## config.mk

```make
export PLATFORM = sky130hd
export DESIGN_NAME = mii_link_port
export DESIGN_NICKNAME = d
export VERILOG_FILES = /design/src/rtl/mii_link_pkg.sv /design/src/rtl/mii_rx_strip.sv /design/src/rtl/mii_link_port.sv
export VERILOG_INCLUDE_DIRS = /design/src /design/src/rtl
export SDC_FILE = /design/constraint.sdc
export NUM_CORES = 1
export LEC_CHECK = 0
export BUFFER_PORTS_ARGS = -buffer_cell sky130_fd_sc_hd__buf_2
export CAP_MARGIN = 20
export CORE_ASPECT_RATIO = 0.9
export CORE_MARGIN = 1.5
export CORE_UTILIZATION = 41
export CTS_CLUSTER_DIAMETER = 80
export DETAILED_ROUTE_END_ITERATION = 12
export PLACE_DENSITY = 0.63
export SETUP_SLACK_MARGIN = 0.5
export SLEW_MARGIN = 15
export SYNTH_ARGS = -nofsm -noshare
export SYNTH_HDL_FRONTEND = slang
export SYNTH_SLANG_ARGS = --single-unit
```

## constraint.sdc

```tcl
create_clock -name core_clk_i -period 3.75 [get_ports core_clk_i]
set_clock_uncertainty 0.05 [all_clocks]
set_input_delay 0.75 -clock core_clk_i [delete_from_list [all_inputs] [get_ports core_clk_i]]
set_output_delay 0.75 -clock core_clk_i [all_outputs]
set_load 0.02 [all_outputs]
```

## src/rtl/mii_link_params.svh

```systemverilog
// Constants of the MII framing port
`ifndef MII_LINK_PARAMS_SVH
`define MII_LINK_PARAMS_SVH
// Notes on behaviour
// [RQ1] Frame starts on valid; J, K replace data
// [RQ2] Partner raises valid a cycle after accept
// [RQ3] Idle per waiting accept cycle after first
// [RQ4] Valid drop after accept cycle ends frame
// [RQ5] Accept may drop mid-frame for backpressure
// [RQ6] Partner drops valid after accept drops
// [RQ7] Partner resumes valid right after accept returns
// [RQ8] Missing valid after accept return inserts Idle
// [RQ9] Receive start shown as K nibble
// [RQ10] Received J nibble never reaches outputs
// [RQ11] One shared clock; reset clears framing state
`define NIB_J        4'h3
`define NIB_K        4'h4
`define NIB_T        4'hd
`define NIB_R        4'h7
`define NIB_IDLE     4'h0
`define START_CYCLES 2'h2
`endif

```

## src/rtl/mii_link_pkg.sv

```systemverilog
// Types of the MII framing port
`default_nettype none
package mii_link_pkg;
   typedef enum logic [1:0] {SYM_DATA, SYM_IDLE, SYM_START, SYM_END} sym_kind_e;
endpackage : mii_link_pkg
`default_nettype wire

```

## src/rtl/mii_rx_strip.sv

```systemverilog
// Receive side: drops the J nibble, shows K as frame start
`timescale 1ns/100ps
`default_nettype none
`include "mii_link_params.svh"
module mii_rx_strip
   import mii_link_pkg::*;
(
   input  wire logic       core_clk_i,
   input  wire logic       reset_n_i,
   input  wire logic       link_valid_i,
   input  wire logic [3:0] link_nibble_i,
   output logic            rx_dv_o,
   output logic [3:0]      rx_data_o
);
   logic       dv_reg, dv_next;
   logic [3:0] data_reg, data_next;
   logic       in_frame_reg, in_frame_next;

   always_comb begin
      dv_next       = 1'b0;
      data_next     = data_reg;
      in_frame_next = in_frame_reg;
      if (!link_valid_i) begin
         in_frame_next = 1'b0;
      end else if (!in_frame_reg) begin
         if (link_nibble_i == `NIB_K) begin // [RQ9]
            in_frame_next = 1'b1;
            dv_next       = 1'b1;
            data_next     = `NIB_K;
         end
         // J and idle before K are swallowed [RQ10]
      end else begin
         dv_next   = 1'b1;
         data_next = link_nibble_i;
      end
   end

   always_ff @(posedge core_clk_i or negedge reset_n_i) begin
      if (!reset_n_i) begin // [RQ11]
         dv_reg       <= 1'b0;
         data_reg     <= 4'h0;
         in_frame_reg <= 1'b0;
      end else begin
         dv_reg       <= dv_next;
         data_reg     <= data_next;
         in_frame_reg <= in_frame_next;
      end
   end

   assign rx_dv_o   = dv_reg;
   assign rx_data_o = data_reg;

   no_j_out_a : assert property (@(posedge core_clk_i) disable iff (!reset_n_i) // [RQ10]
      ($rose(rx_dv_o) |-> rx_data_o == `NIB_K))
      else $error("frame start on receive is not K");
endmodule : mii_rx_strip
`default_nettype wire

```

## src/rtl/mii_link_port.sv

```systemverilog
// MII framing port: transmit framer and receive stripper
`timescale 1ns/100ps
`default_nettype none
`include "mii_link_params.svh"
module mii_link_port
   import mii_link_pkg::*;
(
   input  wire logic       core_clk_i,
   input  wire logic       reset_n_i,
   input  wire logic       tx_en_i,
   input  wire logic [3:0] tx_data_i,
   output logic            tx_accept_o,
   input  wire logic       link_hold_i,
   output logic            link_tx_valid_o,
   output logic [3:0]      link_tx_nibble_o,
   input  wire logic       link_rx_valid_i,
   input  wire logic [3:0] link_rx_nibble_i,
   output logic            rx_dv_o,
   output logic [3:0]      rx_data_o
);
   // ***************************************
   // Transmit framer
   // ***************************************
   typedef enum logic [2:0] {TX_WAIT, TX_START, TX_DATA, TX_TERM, TX_REND} tx_state_e;

   tx_state_e  state_reg, state_next;
   logic [1:0] start_cnt_reg, start_cnt_next;
   logic       acc_d_reg, acc_d_next;
   logic       acc_dd_reg, acc_dd_next;
   logic       en_d_reg, en_d_next;
   logic       out_v_reg, out_v_next;
   logic [3:0] out_n_reg, out_n_next;
   sym_kind_e  kind_reg, kind_next;
   logic       accept;

   // Backpressure from link side, also during J and K; accept always low during T and R
   assign accept      = !link_hold_i && (state_reg == TX_WAIT || state_reg == TX_DATA
                                         || state_reg == TX_START); // [RQ5]
   assign tx_accept_o = accept;

   always_comb begin
      state_next     = state_reg;
      start_cnt_next = start_cnt_reg;
      acc_d_next     = accept;
      acc_dd_next    = acc_d_reg;
      en_d_next      = tx_en_i;
      out_v_next     = 1'b0;
      out_n_next     = out_n_reg;
      kind_next      = kind_reg;
      unique case (state_reg)
         TX_WAIT: begin
            if (tx_en_i && accept) begin // [RQ1]
               state_next     = TX_START;
               start_cnt_next = 2'h1;
               out_v_next     = 1'b1;
               out_n_next     = `NIB_J;
               kind_next      = SYM_START;
            end else if (accept && acc_d_reg) begin // [RQ3]
               out_v_next = 1'b1;
               out_n_next = `NIB_IDLE;
               kind_next  = SYM_IDLE;
            end
         end
         TX_START: begin
            // Data ignored while K goes out [RQ1]
            out_v_next     = 1'b1;
            out_n_next     = `NIB_K;
            kind_next      = SYM_START;
            start_cnt_next = start_cnt_reg + 2'h1;
            if (start_cnt_next == `START_CYCLES) begin
               state_next = TX_DATA;
            end
         end
         TX_DATA: begin
            if (tx_en_i) begin
               out_v_next = 1'b1;
               out_n_next = tx_data_i;
               kind_next  = SYM_DATA;
            end else if (acc_d_reg && en_d_reg) begin // [RQ4]
               state_next = TX_TERM;
               out_v_next = 1'b1;
               out_n_next = `NIB_T;
               kind_next  = SYM_END;
            end else if (acc_d_reg && !acc_dd_reg) begin // [RQ8]
               // Accept came back a cycle ago and valid is still low;
               // the partner missed its resume slot, so one Idle fills it
               out_v_next = 1'b1;
               out_n_next = `NIB_IDLE;
               kind_next  = SYM_IDLE;
            end
            // Valid low while held off is legal [RQ6] [RQ7]
         end
         TX_TERM: begin
            state_next = TX_REND;
            out_v_next = 1'b1;
            out_n_next = `NIB_R;
            kind_next  = SYM_END;
         end
         TX_REND: begin
            state_next = TX_WAIT;
         end
         default: begin
            state_next = TX_WAIT;
         end
      endcase
   end

   always_ff @(posedge core_clk_i or negedge reset_n_i) begin
      if (!reset_n_i) begin // [RQ11]
         state_reg     <= TX_WAIT;
         start_cnt_reg <= 2'h0;
         acc_d_reg     <= 1'b0;
         acc_dd_reg    <= 1'b0;
         en_d_reg      <= 1'b0;
         out_v_reg     <= 1'b0;
         out_n_reg     <= 4'h0;
         kind_reg      <= SYM_IDLE;
      end else begin
         state_reg     <= state_next;
         start_cnt_reg <= start_cnt_next;
         acc_d_reg     <= acc_d_next;
         acc_dd_reg    <= acc_dd_next;
         en_d_reg      <= en_d_next;
         out_v_reg     <= out_v_next;
         out_n_reg     <= out_n_next;
         kind_reg      <= kind_next;
      end
   end

   assign link_tx_valid_o  = out_v_reg;
   assign link_tx_nibble_o = out_n_reg;

   // ***************************************
   // Receive side
   // ***************************************
   mii_rx_strip u_rx_strip (
      .core_clk_i    (core_clk_i),
      .reset_n_i     (reset_n_i),
      .link_valid_i  (link_rx_valid_i),
      .link_nibble_i (link_rx_nibble_i),
      .rx_dv_o       (rx_dv_o),
      .rx_data_o     (rx_data_o)
   );

   // ***************************************
   // Checks
   // ***************************************
   start_j_k_a : assert property (@(posedge core_clk_i) disable iff (!reset_n_i) // [RQ1]
      (state_reg == TX_WAIT && tx_en_i && accept)
      |=> (link_tx_nibble_o == `NIB_J && link_tx_valid_o)
          ##1 (link_tx_nibble_o == `NIB_K && link_tx_valid_o))
      else $error("start delimiter not J then K");

   wait_idle_a : assert property (@(posedge core_clk_i) disable iff (!reset_n_i) // [RQ3]
      (state_reg == TX_WAIT && !tx_en_i && accept && acc_d_reg)
      |=> (link_tx_valid_o && link_tx_nibble_o == `NIB_IDLE))
      else $error("no idle while waiting for valid");

   end_t_r_a : assert property (@(posedge core_clk_i) disable iff (!reset_n_i) // [RQ4]
      (state_reg == TX_DATA && !tx_en_i && acc_d_reg && en_d_reg)
      |=> (link_tx_nibble_o == `NIB_T) ##1 (link_tx_nibble_o == `NIB_R))
      else $error("end delimiter not T then R");

   hold_accept_a : assert property (@(posedge core_clk_i) disable iff (!reset_n_i) // [RQ5]
      (link_hold_i |-> !tx_accept_o))
      else $error("accept high while held off");

   resume_idle_a : assert property (@(posedge core_clk_i) disable iff (!reset_n_i) // [RQ8]
      (state_reg == TX_DATA && acc_d_reg && !acc_dd_reg && !tx_en_i && !en_d_reg)
      |=> (link_tx_valid_o && link_tx_nibble_o == `NIB_IDLE))
      else $error("no idle after missed resume");

   data_pass_a : assert property (@(posedge core_clk_i) disable iff (!reset_n_i) // [RQ1]
      (state_reg == TX_DATA && tx_en_i)
      |=> (link_tx_valid_o && link_tx_nibble_o == $past(tx_data_i)))
      else $error("data nibble not forwarded");

   // ***************************************
   // Symbol kind, delimiter and hold-off checks
   // ***************************************
   // Kind travels beside the nibble, so a data nibble equal to a code is no alarm
   kind_idle_a : assert property (@(posedge core_clk_i) disable iff (!reset_n_i) // [RQ3]
      ((link_tx_valid_o && kind_reg == SYM_IDLE) |-> link_tx_nibble_o == `NIB_IDLE))
      else $error("idle symbol carries wrong code");

   kind_start_a : assert property (@(posedge core_clk_i) disable iff (!reset_n_i) // [RQ1]
      ((link_tx_valid_o && kind_reg == SYM_START)
       |-> (link_tx_nibble_o == `NIB_J || link_tx_nibble_o == `NIB_K)))
      else $error("start symbol is neither J nor K");

   kind_end_a : assert property (@(posedge core_clk_i) disable iff (!reset_n_i) // [RQ4]
      ((link_tx_valid_o && kind_reg == SYM_END)
       |-> (link_tx_nibble_o == `NIB_T || link_tx_nibble_o == `NIB_R)))
      else $error("end symbol is neither T nor R");

   start_k_a : assert property (@(posedge core_clk_i) disable iff (!reset_n_i) // [RQ1]
      (state_reg == TX_START |=> (link_tx_valid_o && link_tx_nibble_o == `NIB_K)))
      else $error("second start cycle is not K");

   start_len_a : assert property (@(posedge core_clk_i) disable iff (!reset_n_i) // [RQ1]
      (state_reg == TX_START |=> state_reg == TX_DATA))
      else $error("start delimiter longer than two cycles");

   data_kind_a : assert property (@(posedge core_clk_i) disable iff (!reset_n_i) // [RQ8]
      ((state_reg == TX_DATA && tx_en_i) |=> (link_tx_valid_o && kind_reg == SYM_DATA)))
      else $error("idle put in place of a resumed nibble");

   held_quiet_a : assert property (@(posedge core_clk_i) disable iff (!reset_n_i) // [RQ5]
      ((state_reg == TX_DATA && !tx_en_i && !accept && !acc_d_reg) |=> !link_tx_valid_o))
      else $error("symbol written while held off");

   delim_no_acc_a : assert property (@(posedge core_clk_i) disable iff (!reset_n_i) // [RQ5]
      ((state_reg == TX_TERM || state_reg == TX_REND) |-> !tx_accept_o))
      else $error("accept high during end delimiter");

   rend_quiet_a : assert property (@(posedge core_clk_i) disable iff (!reset_n_i) // [RQ4]
      (state_reg == TX_REND |=> !link_tx_valid_o))
      else $error("symbol written in the gap after R");
endmodule : mii_link_port
`default_nettype wire

```

==> impl_metrics.tcl <==
set metrics [dict create \
    status "finished clean" \
    gr-total-overflow 0 \
    die_height_um 45.74 \
    timing.final.hold_violations 0 \
    maxCapViolCount 0 \
    core_area_mm2 0.001914 \
    yosys_register_bits 18 \
    hold-worst-slack_ns 0.3185 \
    critical_path_class "reg2out" \
    diodes 0 \
    grtUsageTotal 0.1626 \
    fp.dieW_um 50.49 \
    wl_per_cell_um 12.63 \
    grt_max_degree 19 \
    die_area_mm2 0.002309 \
    slew_headroom 0.7232 \
    clk_path_buf_depth 2 \
    cp.required_ns 2.95 \
    ys_types 28 \
    avgSynthCellArea_um2 11.09 \
    reg2reg_from "state_reg[1]$_DFFE_PN0P_" \
    holdBufCountCts 0 \
    grt_pass1_wl_um 2601 \
    syn-num-nets 89 \
    hp-class "in2async" \
    cts_resized 0 \
    crit_arrival_ns 1.41 \
    port_buffers 23 \
    cts_setup_buffers 0 \
    grt_busiest_layer "met2" \
    place_ws_ns 1.594 \
    final_net_count 114 \
    clk_latency_ns 0.29 \
    drv_slew 0 \
    numCtsBuffers 3 \
    fin_tns_setup_ns 0 \
    syn_inst 75 \
    vias 641 \
    vias_per_cell 5.169 \
    synthFlopType "dfrtp_1" \
    route.detailed.drc 0 \
    r2r_cells 3 \
    start_util 0.4346 \
    drt.antenna.violating_nets 0 \
    yosysTopAreaCell "dfrtp_1" \
    post-dp-hpwl_um 1189 \
    synthMostInstantiatedCell "dfrtp_1" \
    max-vdd-ir-drop_v 0.0003448 \
    syn_to_final_growth_pct 17.89 \
    synthTopCellsByArea "dfrtp_1 (54%), buf_6 (4.1%), a21oi_1 (3.6%)" \
    rrSetupSlack_ns 2.26 \
    grtUsageMet2 0.2605 \
    worst_pin_slew_ns 0.4152 \
    dp_cells 120 \
    fin_crit_sh 0.5904 \
    netlist_area_um2 832.0 \
    start_kind "flip-flop" \
    routed_wl_um 1566 \
    clockRootBuffer "clkbuf_4" \
    r2r-end "link_tx_nibble_o[0]$_DFFE_PN0P_" \
    htree_levels 1 \
    ios 24 \
    final_cells 124 \
    cts.sinks 18 \
    yosysSeqAreaShare 0.5414 \
    drt-initial-drc-count 1 \
    leakagePower_nw 0.4792 \
    end_kind "primary output" \
    met3_usage 0.05921 \
    routabilityCongestion 0.7667 \
    synthArstFlopShare 1.000 \
    synth-edff-count 0 \
    grt_setup_unrepaired "no" \
    cts_tree "done" \
    grt_antenna_before_repair 0 \
    grt_util_met1 0.2030 \
    fin_ws_ns 1.536 \
    cellPowerDensity_mw_per_mm2 713.1 \
    drive_gt1_frac 0.3434 \
    ys_warn_count 0 \
    grt_pass1_vias 573 \
    synth_common_cells "dfrtp_1 (18), inv_1 (8), a21oi_1 (6), nand2_1 (6)" \
    setup_violations 0 \
    dr.pass1.iters 3 \
    period_needed_ns 2.214 \
    critPathMaxFanout 13 \
    core.rowCount 15 \
    yosysTopAreaCellShare 0.5414 \
    p_total_mw 0.6995 \
    fmax_mhz 451.7 \
    clk_pin_slew_ns 0.10 \
]
[through the flow]
stage          instance area [um2]    util
4_1_cts                      980.9  0.5124
2_1_floorplan                832.0       -
5_1_grt                      980.9  0.5124
6_report                     980.9  0.5124
3_5_place_dp                 944.7  0.4935
3_3_place_gp                 944.7  0.4935
[kinds of logic after synthesis]
group / Yosys count / synth area share
AOI/OAI and AO/OA: 24 / 0.2180
adders and majority gates: 1 / 0.01504
buffers and inverters: 12 / 0.08120
DFF: 18 / 0.5414
and+or+nand+nor: 20 / 0.1444
[power by group]
| group | total [mW] | internal [mW] | switching [mW] |
|---|---|---|---|
| Combinational | 0.270 | 0.118 | 0.152 |
| Sequential | 0.312 | 0.256 | 0.0563 |
| Clock | 0.118 | 0.0592 | 0.0584 |
[worst max-delay path: stages, from the launching register on]
cell	delay, ns
dfrtp_1	0.54
a211oi_1	0.36
buf_2	0.22
[layout by cell type (no fill, tap or decap)]
cell      instances
nand2_1           6
or3_2             1
buf_2            23
a21oi_1           6
nand2b_1          2
a211o_2           1
nand2b_4          1
nor2_1            3
nor3_1            2
clkbuf_8          1
inv_1             8
a211oi_1          1
o22a_1            1
clkbuf_4          3
o21ai_1           1
nand3b_1          1
or3_4             1
dfrtp_1          18
nor2b_1           1
nand4b_1          1
ha_1              1
o221ai_1          2
o31a_2            1
o22ai_1           2
a32o_1            3
nor4b_1           1
o22ai_4           1
a21o_1            2
o21ai_0           3
inv_2             1
[area by class of cell]
cell class / count / area (um2)
Sequential cell: 18 / 450.4
Fill cell: 195 / 933.4
Timing Repair Buffer: 23 / 115.1
Multi-Input combinational cell: 45 / 314.1
Inverter: 9 / 33.78
Tap cell: 25 / 31.28
Clock buffer: 4 / 36.28
[per-layer routing]
metal | part of all wire | up-vias
li1 | - | 316
met2 | 0.48 | 13
met3 | 0.043 | 5
met4 | 0.015 | 0
met5 | 0 | -
met1 | 0.46 | 307
[worst max-delay path by stage]
stage	start	endpoint	slack, ns
after detailed placement	link_hold_i	tx_accept_o	1.59
after global placement	link_hold_i	tx_accept_o	1.65
after floorplan	link_hold_i	tx_accept_o	1.60
after CTS	state_reg[1]$_DFFE_PN0P_	tx_accept_o	1.51
after global routing	state_reg[1]$_DFFE_PN0P_	tx_accept_o	1.42
final	state_reg[1]$_DFFE_PN0P_	tx_accept_o	1.54
No activity file was read; power rests on OpenSTA's default activity.
